<file path="src/msd_regs.svh">
// Purpose: constants of the motion setup command decoder
// Assumes: 16-bit command words, 8-bit shared memory data
// Notes: codes, limits, status locations and reset values
// Functional notes
// - code 71h stores per-axis acceleration limit
// - acceleration held as unsigned 1.15 value
// - zero acceleration argument keeps previous limit
// - stored limit feeds stop and velocity ramp
// - code 76h stores signed 16-bit motor parameter
// - parameter means slip gain or commutation angle
// - code 7Ch records brush, induction or brushless
// - motor type refused while drive block active
// - notch and low-pass share code 8Eh; only the notch is built
// - notch acts on one axis, 0-1650 Hz
// - quality 1 wide, 2 narrow notch
// - notch frequency zero disables the notch
// - every notch disabled after reset
// - code 5Fh offsets one axis, others untouched
// - completion raises interrupt, writes status host_interrupt_status
// - completion writes responsible axis to interrupt_axis_identity
// - completion sets bit 6 of top location
// - completion mirrored per axis in bits 0-3; the top location is written with bit 6 only
// - measured offset kept and subtracted afterwards; the code only holds it on dac_offset
// - code 81h gain code 0-4, default 0
// - mask bit k is axis k+1, ascending arguments
`ifndef MSD_REGS_SVH
`define MSD_REGS_SVH
`define MSD_CMD_ACCEL 8'h71
`define MSD_CMD_MPAR 8'h76
`define MSD_CMD_MTYPE 8'h7C
`define MSD_CMD_FILT 8'h8E
`define MSD_CMD_OFFS 8'h5F
`define MSD_CMD_GAIN 8'h81
`define MSD_NOTCH_FMAX 16'h0672
`define MSD_GAIN_MAX 16'h0004
`define MSD_TYPE_MAX 16'h0002
`define MSD_ADDR_INTSTAT 13'h0009
`define MSD_ADDR_AXISID 13'h000C
`define MSD_ADDR_TOP_S 13'h07FE
`define MSD_ADDR_TOP_L 13'h1FFE
`define MSD_TOP_OFFS_BIT 3'h6
`define MSD_INT_OFFS_CODE 8'h05
`define MSD_RST_WORD 16'h0000
`define MSD_RST_GAIN 3'h0
`endif

</file>
<file path="src/msd_pkg.sv">
// Purpose: shared types and helpers of the setup command decoder
// Assumes: at most eight axes
// Notes: motor type argument 0 brush, 1 induction, 2 brushless
package msd_pkg;
    typedef enum logic [2:0] {
        MSD_S_IDLE = 3'h0,
        MSD_S_MASK = 3'h1,
        MSD_S_ARGS = 3'h2,
        MSD_S_NFREQ = 3'h3,
        MSD_S_NQ = 3'h4,
        MSD_S_OFFS = 3'h5
    } msd_state_t;

    // index of the lowest set bit, zero for an empty mask
    function automatic logic [2:0] msd_low_idx(input logic [7:0] m);
        logic [2:0] r;
        r = 3'h0;
        for (int i = 7; i >= 0; i--) begin
            if (m[i]) begin
                r = 3'(i);
            end
        end
        return r;
    endfunction

    // exactly one bit set
    function automatic logic msd_one_hot(input logic [7:0] m);
        return (m != 8'h00) && ((m & (m - 8'h01)) == 8'h00);
    endfunction
endpackage

</file>
<file path="src/msd_axis_walk.sv">
// Purpose: walks the set bits of an axis mask in ascending order
// Assumes: load and step never in the same cycle
// Notes: axis is the lowest bit still pending
`timescale 1ns/1ps
module msd_axis_walk #(
    parameter int N = 4
) (
    // clock and reset
    input wire logic mclk,
    input wire logic rst,
    input wire logic ce,
    // control
    input wire logic load,
    input wire logic [N-1:0] mask,
    input wire logic step,
    // current axis
    output logic [2:0] axis,
    output logic last
);
    import msd_pkg::*;
    typedef struct packed {
        logic [N-1:0] rem;
    } msd_walk_st_t;
    msd_walk_st_t s_r, s_nxt;

    always_comb begin
        s_nxt = s_r;
        if (load) begin
            s_nxt.rem = mask;
        end else if (step) begin
            s_nxt.rem = s_r.rem & (s_r.rem - N'(1)); // drop lowest bit
        end
    end

    always_ff @(posedge mclk or posedge rst) begin
        if (rst) begin
            s_r <= '0;
        end else if (ce) begin
            s_r <= s_nxt;
        end
    end

    assign axis = msd_low_idx(8'(s_r.rem));
    assign last = (s_r.rem & (s_r.rem - N'(1))) == '0;
endmodule

</file>
<file path="src/msd_core.sv">
// Purpose: decodes setup command words and holds per-axis settings
// Assumes: words arrive code, mask, then arguments, synchronous to mclk
// Notes: notch path owns code 8Eh; low-pass is not built
`timescale 1ns/1ps
`include "msd_regs.svh"
module msd_core #(
    parameter int N = 4,
    parameter bit LARGE_MAP = 1'b0
) (
    // clock and reset
    input wire logic mclk,
    input wire logic rst,
    input wire logic ce,
    // command words from shared host memory
    input wire logic cmd_valid,
    input wire logic [15:0] cmd_word,
    output logic cmd_ready,
    output logic cmd_reject,
    // servo side
    input wire logic [N-1:0] drive_block_active,
    input wire logic offset_done,
    input wire logic [15:0] offset_meas,
    output logic offset_start,
    output logic [N-1:0] offset_axis_bits,
    // per-axis settings
    output logic [N-1:0][15:0] accel_limit,
    output logic [N-1:0][15:0] motor_param,
    output logic [N-1:0] induction_motor_sel,
    output logic [N-1:0] electronically_commutated_sel,
    output logic [N-1:0][15:0] notch_freq,
    output logic [N-1:0][1:0] notch_q,
    output logic [N-1:0] notch_en,
    output logic [N-1:0][2:0] out_gain_shift,
    output logic [N-1:0][15:0] dac_offset,
    // shared memory status writes
    output logic smem_we,
    output logic [12:0] smem_addr,
    output logic [7:0] smem_wdata,
    output logic host_irq
);
    import msd_pkg::*;

    localparam int IW = $clog2(N);

    // three-bit axis index and the mask walk limit the axis count
    if (N < 2 || N > 8) begin : g_bad_axis_count
        $error("axis count must be 2 to 8");
    end

    typedef struct packed {
        msd_state_t st;
        logic [7:0] code;
        logic [N-1:0] mask;
        logic [15:0] freq;
        logic [IW-1:0] oaxis;
        logic rdy;
        logic ostart;
        logic rej;
        logic [N-1:0][15:0] acc;
        logic [N-1:0][15:0] mpar;
        logic [N-1:0][15:0] nfreq;
        logic [N-1:0][15:0] doff;
        logic [N-1:0][1:0] nq;
        logic [N-1:0][2:0] gsh;
        logic [N-1:0] ind;
        logic [N-1:0] ec;
        logic [N-1:0] nen;
        logic [N-1:0] obits;
    } msd_core_st_t;

    msd_core_st_t s_r, s_nxt;
    logic take;
    logic walk_load;
    logic walk_step;
    logic [2:0] wax;
    logic wlast;
    logic stat_start;
    logic [IW-1:0] a;
    logic known;

    // a word is taken only on an enabled cycle while ready
    assign take = cmd_valid && s_r.rdy && ce;
    assign a = wax[IW-1:0];
    assign known = (cmd_word[7:0] == `MSD_CMD_ACCEL) || (cmd_word[7:0] == `MSD_CMD_MPAR) ||
        (cmd_word[7:0] == `MSD_CMD_MTYPE) || (cmd_word[7:0] == `MSD_CMD_FILT) ||
        (cmd_word[7:0] == `MSD_CMD_OFFS) || (cmd_word[7:0] == `MSD_CMD_GAIN);

    msd_axis_walk #(.N(N)) u_walk (
        .mclk(mclk),
        .rst(rst),
        .ce(ce),
        .load(walk_load),
        .mask(cmd_word[N-1:0]),
        .step(walk_step),
        .axis(wax),
        .last(wlast)
    );

    msd_status_wr #(.LARGE_MAP(LARGE_MAP)) u_stat (
        .mclk(mclk),
        .rst(rst),
        .ce(ce),
        .start(stat_start),
        .axis(3'(s_r.oaxis)),
        .smem_we(smem_we),
        .smem_addr(smem_addr),
        .smem_wdata(smem_wdata),
        .host_irq(host_irq)
    );

    // command decode and parameter update
    always_comb begin
        s_nxt = s_r;
        s_nxt.ostart = 1'b0;
        s_nxt.rej = 1'b0;
        walk_load = 1'b0;
        walk_step = 1'b0;
        stat_start = 1'b0;
        case (s_r.st)
            MSD_S_IDLE: begin
                if (take) begin
                    s_nxt.code = cmd_word[7:0];
                    if (known) begin
                        s_nxt.st = MSD_S_MASK;
                    end else begin
                        s_nxt.rej = 1'b1;
                    end
                end
            end
            MSD_S_MASK: begin
                if (take) begin
                    s_nxt.mask = cmd_word[N-1:0];
                    walk_load = 1'b1;
                    if (s_r.code == `MSD_CMD_FILT) begin
                        s_nxt.st = MSD_S_NFREQ;
                    end else if (s_r.code == `MSD_CMD_OFFS) begin
                        if (msd_one_hot(8'(cmd_word[N-1:0]))) begin
                            s_nxt.oaxis = IW'(msd_low_idx(8'(cmd_word[N-1:0])));
                            s_nxt.obits[IW'(msd_low_idx(8'(cmd_word[N-1:0])))] = 1'b0;
                            s_nxt.ostart = 1'b1;
                            s_nxt.rdy = 1'b0;
                            s_nxt.st = MSD_S_OFFS;
                        end else begin
                            s_nxt.rej = 1'b1;
                            s_nxt.st = MSD_S_IDLE;
                        end
                    end else if (cmd_word[N-1:0] == '0) begin
                        s_nxt.st = MSD_S_IDLE; // empty mask carries no arguments
                    end else begin
                        s_nxt.st = MSD_S_ARGS;
                    end
                end
            end
            MSD_S_ARGS: begin
                if (take) begin
                    walk_step = 1'b1;
                    if (wlast) begin
                        s_nxt.st = MSD_S_IDLE;
                    end
                    case (s_r.code)
                        `MSD_CMD_ACCEL: begin
                            if (cmd_word != 16'h0000) begin
                                s_nxt.acc[a] = cmd_word;
                            end
                        end
                        `MSD_CMD_MPAR: begin
                            s_nxt.mpar[a] = cmd_word;
                        end
                        `MSD_CMD_MTYPE: begin
                            if (drive_block_active[a] || cmd_word > `MSD_TYPE_MAX) begin
                                s_nxt.rej = 1'b1;
                            end else begin
                                s_nxt.ind[a] = cmd_word == 16'h0001;
                                s_nxt.ec[a] = cmd_word == 16'h0002;
                            end
                        end
                        `MSD_CMD_GAIN: begin
                            if (cmd_word > `MSD_GAIN_MAX) begin
                                s_nxt.rej = 1'b1;
                            end else begin
                                s_nxt.gsh[a] = cmd_word[2:0];
                            end
                        end
                        default: begin
                            s_nxt.rej = 1'b1;
                        end
                    endcase
                end
            end
            MSD_S_NFREQ: begin
                if (take) begin
                    s_nxt.freq = cmd_word;
                    s_nxt.st = MSD_S_NQ;
                end
            end
            MSD_S_NQ: begin
                if (take) begin
                    s_nxt.st = MSD_S_IDLE;
                    if (msd_one_hot(8'(s_r.mask)) && s_r.freq <= `MSD_NOTCH_FMAX &&
                        (cmd_word == 16'h0001 || cmd_word == 16'h0002)) begin
                        s_nxt.nfreq[a] = s_r.freq;
                        s_nxt.nq[a] = cmd_word[1:0];
                        s_nxt.nen[a] = s_r.freq != 16'h0000;
                    end else begin
                        s_nxt.rej = 1'b1;
                    end
                end
            end
            MSD_S_OFFS: begin
                // wait for the servo to report tuning done
                if (offset_done && ce) begin
                    s_nxt.doff[s_r.oaxis] = offset_meas;
                    s_nxt.obits[s_r.oaxis] = 1'b1;
                    stat_start = 1'b1;
                    s_nxt.rdy = 1'b1;
                    s_nxt.st = MSD_S_IDLE;
                end
            end
            default: begin
                s_nxt.st = MSD_S_IDLE;
            end
        endcase
    end

    // reset leaves every notch off; ce low freezes all
    always_ff @(posedge mclk or posedge rst) begin
        if (rst) begin
            s_r <= '0;
            s_r.rdy <= 1'b1;
            s_r.st <= MSD_S_IDLE;
        end else if (ce) begin
            s_r <= s_nxt;
        end
    end

    // settings go straight to the servo
    assign cmd_ready = s_r.rdy;
    assign cmd_reject = s_r.rej;
    assign offset_start = s_r.ostart;
    assign offset_axis_bits = s_r.obits;
    assign accel_limit = s_r.acc;
    assign motor_param = s_r.mpar;
    assign induction_motor_sel = s_r.ind;
    assign electronically_commutated_sel = s_r.ec;
    assign notch_freq = s_r.nfreq;
    assign notch_q = s_r.nq;
    assign notch_en = s_r.nen;
    assign out_gain_shift = s_r.gsh;
    assign dac_offset = s_r.doff;

    logic [N-1:0] nz_h;
    logic gain_ok_h;
    always_comb begin
        gain_ok_h = 1'b1;
        for (int i = 0; i < N; i++) begin
            nz_h[i] = s_r.nfreq[i] != 16'h0000;
            if (s_r.gsh[i] > 3'h4) begin
                gain_ok_h = 1'b0;
            end
        end
    end
endmodule

</file>
<file path="src/msd_status_wr.sv">
// Purpose: posts offset completion into shared host memory
// Assumes: start is a one-cycle pulse, not repeated while busy
// Notes: three writes on consecutive enabled cycles, irq with last
`timescale 1ns/1ps
`include "msd_regs.svh"
module msd_status_wr #(
    parameter bit LARGE_MAP = 1'b0
) (
    // clock and reset
    input wire logic mclk,
    input wire logic rst,
    input wire logic ce,
    // trigger
    input wire logic start,
    input wire logic [2:0] axis,
    // shared memory write port
    output logic smem_we,
    output logic [12:0] smem_addr,
    output logic [7:0] smem_wdata,
    output logic host_irq
);
    import msd_pkg::*;
    typedef struct packed {
        logic [1:0] ph;
        logic [7:0] top;
        logic [7:0] id;
        logic we;
        logic [12:0] addr;
        logic [7:0] data;
        logic irq;
    } msd_sw_st_t;
    msd_sw_st_t s_r, s_nxt;

    // sequence: status code, axis identity, top flags
    always_comb begin
        s_nxt = s_r;
        s_nxt.we = 1'b0;
        s_nxt.irq = 1'b0;
        case (s_r.ph)
            2'h0: begin
                if (start) begin
                    s_nxt.id = 8'(axis) + 8'h01; // axis k reported as k+1
                    s_nxt.ph = 2'h1;
                end
            end
            2'h1: begin
                s_nxt.we = 1'b1;
                s_nxt.addr = `MSD_ADDR_INTSTAT;
                s_nxt.data = `MSD_INT_OFFS_CODE;
                s_nxt.ph = 2'h2;
            end
            2'h2: begin
                s_nxt.we = 1'b1;
                s_nxt.addr = `MSD_ADDR_AXISID;
                s_nxt.data = s_r.id;
                s_nxt.ph = 2'h3;
            end
            default: begin
                s_nxt.top[`MSD_TOP_OFFS_BIT] = 1'b1;
                s_nxt.we = 1'b1;
                s_nxt.addr = LARGE_MAP ? `MSD_ADDR_TOP_L : `MSD_ADDR_TOP_S;
                s_nxt.data = s_nxt.top;
                s_nxt.irq = 1'b1;
                s_nxt.ph = 2'h0;
            end
        endcase
    end

    always_ff @(posedge mclk or posedge rst) begin
        if (rst) begin
            s_r <= '0;
        end else if (ce) begin
            s_r <= s_nxt;
        end
    end

    assign smem_we = s_r.we;
    assign smem_addr = s_r.addr;
    assign smem_wdata = s_r.data;
    assign host_irq = s_r.irq;
endmodule

</file>
<file path="config.mk">
export PLATFORM = sky130hd
export DESIGN_NAME = msd_core
export DESIGN_NICKNAME = d
export VERILOG_FILES = /design/src/msd_pkg.sv /design/src/msd_axis_walk.sv /design/src/msd_core.sv /design/src/msd_status_wr.sv
export VERILOG_INCLUDE_DIRS = /design/src /design/src/src
export SDC_FILE = /design/constraint.sdc
export NUM_CORES = 1
export LEC_CHECK = 0
export ABC_AREA = 1
export ABC_CLOCK_PERIOD_IN_PS = 9500
export BUFFER_PORTS_ARGS = -buffer_cell sky130_fd_sc_hd__buf_4
export CAP_MARGIN = 20
export CORE_ASPECT_RATIO = 0.5
export CORE_MARGIN = 10
export CORE_UTILIZATION = 40
export CTS_CLUSTER_SIZE = 10
export DETAILED_ROUTE_END_ITERATION = 10
export GPL_TIMING_DRIVEN = 0
export PLACE_DENSITY = 0.63
export SYNTH_ARGS = -nofsm -noshare
export SYNTH_HDL_FRONTEND = slang
export SYNTH_SLANG_ARGS = --single-unit
</file>
<file path="constraint.sdc">
create_clock -name mclk -period 9.5 [get_ports mclk]
set_clock_uncertainty 0.1 [all_clocks]
set_input_delay 0 -clock mclk [delete_from_list [all_inputs] [get_ports mclk]]
set_output_delay 0 -clock mclk [all_outputs]
set_load 0.03 [all_outputs]
</file>
Word-level counts from Yosys, hierarchy flattened
Cells that the tools add are included.
Widths: inputs -> output; s select.
Word-level totals
  flip-flop bits (word level): 365
  input port bits: 41
  output and inout port bits: 318
  logic and storage cells: 234
Cells by class
  add/subtract/negate cells: 4
  order comparisons: 9
  equal/unequal tests: 33
  multiplexer cells: 88
  bitwise operators: 10
  reductions and logical operators: 47
Operators by type and width (count)
  $bwmux 64: 4
  $mux 64: 3
  $mux 129: 1
  $pmux 22 s3: 1
  $demux 16 s2: 2
  $eq 8x7->1 const B: 8
  $mux 3: 14
  $mux 2: 17
  $eq 8x8->1 const B: 4
  $mux 16: 2
  $reduce_bool 16->1: 2
  $mux 4: 7
  $ne 2x2->1 const B: 11
  $mux 1: 19
  $pmux 3 s6: 1
  $and 4x8->8: 2
  $eq 16x1->1 const B: 1
  $eq 16x2->1 const B: 1
  $gt 16x2->1 const B: 1
  $gt 16x3->1 const B: 1
  $le 16x11->1 const B: 1
  $logic_not 8->1: 2
  $reduce_and 3->1: 5
  $reduce_and 5->1: 3
  other kinds (42): 78

Logic depth before layout (Yosys ltp)
  word-level depth: 20
  gate-level depth with buffers: 13
  gate-level depth less buffers: 11

By module
Synthesis repeated with hierarchy kept, for this count alone.
Second synthesis, totals
  cells, all modules: 1924
  area, all modules: 16871.2 um2
Modules (own cells, without submodules)
  msd_core: instances 1, cells each 1777, area each 15693.8 um2, sequential area each 8209.1 um2
  msd_status_wr: instances 1, cells each 108, area each 920.9 um2, sequential area each 400.4 um2
  msd_axis_walk: instances 1, cells each 39, area each 256.5 um2, sequential area each 100.1 um2

Worst setup path before layout
Ideal clock, no wire load.
  path kind: register to register
  from: register s_r (netlist bit cmd_ready)
  to: register s_r (netlist bit electronically_commutated_sel[0])
  setup time: 0.116 ns
  arrival: 1.715 ns
  data required time: 9.284 ns
  setup slack: 7.569 ns
  cell stages (with the launch flop): 11
  path buffers: 1
  period minus slack after synthesis: 1.931 ns
  cells stage by stage: dfstp_2 -> nand3_2 -> nor2_4 -> inv_2 -> nor2_1 -> inv_1 -> nor2_1 -> buf_4 -> nand2_1 -> nand2_1 -> nand2_1
Between the ends
  cells in the longest elaborated chain, start to end: 3
Ends and longest elaborated chain
  start: declaration: RTL line msd_core.sv:71  | msd_core_st_t s_r, s_nxt;
  start signal: assignment: RTL line msd_core.sv:232  | s_r <= s_nxt;
  $logic_and 1x1->1 (2 in series): RTL line msd_core.sv:82  | assign take = cmd_valid && s_r.rdy && ce;
  $reduce_and 5->1 (no source line)
No other way between the ends.
A chain may end at the register's enable or synchronous reset.

Final worst setup path
  from: input cmd_word[10]
  to: register s_r (netlist bit cmd_reject)
Between the ends
  cells in the longest elaborated chain, start to end: 6
  elaborated cells on any way between the ends: 14
  classes of those cells: order compare (2); eq/ne (2); mux (7); reduce/logical (3)
Ends and longest elaborated chain
  start: declaration: RTL line msd_core.sv:16  | input wire logic [15:0] cmd_word,
  $gt 16x2->1 (no source line), or another cell as far along
  $logic_or 1x1->1, on equally long branches
  $mux 1 / $logic_and 1x1->1 (equally long branches): RTL line msd_core.sv:170, msd_core.sv:199
  $pmux 1 s3 / $mux 1 (equally long branches): RTL line msd_core.sv:160, msd_core.sv:199
  $mux 129 / $mux 1 (equally long branches): RTL line msd_core.sv:155, msd_core.sv:197
  $pmux 1 s4 (*): RTL line msd_core.sv:119  | case (s_r.st)
Every way passes the cells marked *; elsewhere a longest branch is shown, timed or not.

==> impl_metrics.toml <==
[placed_design]
portBuffers = 350
dp.cells = 2731
postPlaceCellArea_mm2 = 0.0199
dp_hpwl_mm = 37.1
gp_congestion = 0.906
dp_worst_setup_slack_ns = 7.16

[power_and_ir_drop]
sw_frac_of_total = 0.260
p_comb_frac = 0.119
p_clk_frac = 0.413
total_power_mw = 3.29
p_sw_mw = 0.857
vdd_drop_max_mv = 0.102
power.density_mw_per_mm2 = 154
p_int_mw = 2.44
pwr-share-seq = 0.468
leakagePower_nw = 11.8

[yosys]
synth_area_mm2 = 0.0164
syn_area_per_cell_um2 = 8.97
synthCells = 1827
async_flop_share = 1.00
yosysWarnings = 0
synth.distinct_cells = 36
ys_ff_latch = 346
ys.flop_type = "dfrtp_1"
synth_edf_count = 0
ys_seq_area_frac = 0.528

[sta]
relSlewSlack = 0.249
setup_viol = 0
tightest_slew_ns = 1.13
max_freq_mhz = 340
setup_tns_ns = 0
setup_slack_ns = 6.56
finalCritPeriodShare = 0.309
rsz0062_at_grt = "false"
hold_slack_ns = 0.0406
slew_violations = 0
hold_viol = 0
fin_crit_ns = 2.94

[cts]
cts_setup_buffers = 0
cts_buffers = 40
clock_path_buffers = 3
worstSkewPairLatency_ns = 0.54
cts_tree = "built"
cts_sinks = 346
clk_pin_slew_ns = 0.06
h-tree-depth = 2
cts-root-buf = "clkbuf_16"

[cells_and_area]
design_area_mm2 = 0.0214
layout_common_cells = "buf_4, nand2_1, dfrtp_1"
mostFrequentLayoutCell = "buf_4"
fin_nets = 2324
seqCellArea_mm2 = 0.00866
utilization = 0.529
n_antenna_cell = 0
multi_input_area_mm2 = 0.00456
fill_cells = 3793
drive_gt1_frac = 0.347
fin_cells = 2824
syn2layout_area_growth_pct = 30.5

[detailed_routing]
wl_per_cell_um = 17.9
vias = 13100
drt_first_pass_iters = 6
drt-initial-drc-count = 804
drc = 0
ant_nets = 0
viasPerCell = 4.63
routed_wl_mm = 50.6

[global_route]
antenna_found_initial = 0
grt.total_usage = 0.197
grt_pass1_wl_mm = 77.2
grt_max_degree = 41
grt_pass1_vias = 12900
grt.overflow.total = 0

[die]
initial_core_util = 0.405
io_pins = 359
core-area_mm2 = 0.0405
dieHeight_um = 163
die_area_mm2 = 0.0500
num_rows = 52
die_w_um = 306

[critical_path]
arrival_ns = 3.26
critPathCaptureType = "flop"
startpoint_type = "input pin"
crit_type = "input pin to flop"
crit_required_ns = 9.82
worstPathMaxFanout = 4

[flow_run]
cap_violations = 0

[outcome]
status = "finished, final reports clean"

[worst_hold_path]
hold_path_class = "input pin to flop"
-- flip-flops by register name, indices dropped and copies added, names as in the netlist, 3 cells and up --
name and flops:
accel_limit 64, dac_offset 64, motor_param 64, notch_freq 64, s_r 33, out_gain_shift 12
notch_q 8, u_stat.s_r 5, electronically_commutated_sel 4, induction_motor_sel 4, notch_en 4, offset_axis_bits 4
u_stat.smem_wdata 4, u_walk.s_r 4, u_stat.smem_addr 3
-- cell usage after synthesis (3+ instances only) --
| master | instances | area (um2) |
|---|---|---|
| buf_12 | 5 | 100 |
| o21ai_1 | 43 | 215 |
| ha_1 | 9 | 113 |
| a21oi_1 | 6 | 30.0 |
| buf_2 | 31 | 155 |
| inv_2 | 5 | 18.8 |
| o21ai_0 | 217 | 1090 |
| buf_4 | 316 | 2370 |
| nor2_1 | 47 | 176 |
| clkbuf_2 | 4 | 20.0 |
| nand2_2 | 4 | 25.0 |
| o211ai_1 | 3 | 22.5 |
| dfrtp_1 | 345 | 8630 |
| nor2_2 | 3 | 18.8 |
| nand4_1 | 58 | 363 |
| buf_6 | 4 | 45.0 |
| inv_1 | 99 | 372 |
| nand3_4 | 4 | 70.1 |
| nand3_1 | 45 | 225 |
| clkbuf_1 | 29 | 109 |
| nor2_4 | 5 | 56.3 |
| nand2_1 | 523 | 1960 |
| nor3_1 | 4 | 20.0 |
-- cell families (layout without fill, tap and decap cells) --
| family | after synthesis | count (layout) | synth area share |
|---|---|---|---|
| buf+inv | 494 | 946 | 0.195 |
| mux | 2 | 2 | 0.00137 |
| flops | 346 | 346 | 0.528 |
| fa+ha+maj | 9 | 9 | 0.00687 |
| simple gates | 701 | 701 | 0.183 |
| compound gates | 274 | 274 | 0.0856 |
| other cells | 1 | 6 | 0.000229 |
-- critical path: stages --
cell	delay [ns]
dlygate4sd3_1	0.54
buf_4	0.15
nor2_1	0.09
dlygate4sd3_1	0.55
nand2_1	0.06
dlygate4sd3_1	0.59
nor2_4	0.16
nand2_1	0.12
nand2_1	0.09
nand3_1	0.09
dlygate4sd3_1	0.58
nand2_1	0.06
inv_1	0.04
nor2_1	0.07
nand3_1	0.08
-- worst paths after layout --
path	startpoint	endpoint	slack (ns)	cells after the start
worst min-delay path	cmd_word[6]	electronically_commutated_sel[3]	0.04	8
worst min register to register	notch_freq[46]	notch_freq[46]	0.36	2
min in group asynchronous	rst	notch_freq[29]	0.57	4
worst max register to register	u_walk.s_r[0]	cmd_reject	6.70	13
max in group asynchronous	rst	dac_offset[39]	7.09	9
worst max-delay path	cmd_word[10]	cmd_reject	6.56	15
-- cell type report --
class,count,share of cell area
buffer,389,0.131
clock buffer,52,0.0504
inverter,105,0.0186
multi-input combinational,992,0.213
sequential,346,0.405
tap,540,0.0316
timing repair buffer,400,0.150
-- routing by layer --
layer,track usage,routed length [um]
met2,0.362,26700
met1,0.232,20100
met5,0,0
met4,0.0666,1530
met3,0.0323,2230
-- power by group through the flow --
stage / sequential [mW] / combinational [mW] / clock [mW]
final: 1.54 / 0.392 / 1.36
after global routing: 1.55 / 0.425 / 1.46
after CTS: 1.54 / 0.395 / 1.40
after detailed placement: 1.57 / 0.380 / 0
after global placement: 1.57 / 0.367 / 0
after floorplan: 1.57 / 0.239 / 0
-- timing repair --
| item | 4_1_cts | 5_1_grt |
|---|---|---|
| hold buffers | 41 | 0 |
| hold endpoints to repair | 224 | 0 |
| gates resized for setup | 0 | 0 |
(Power assumes the default switching activity.)
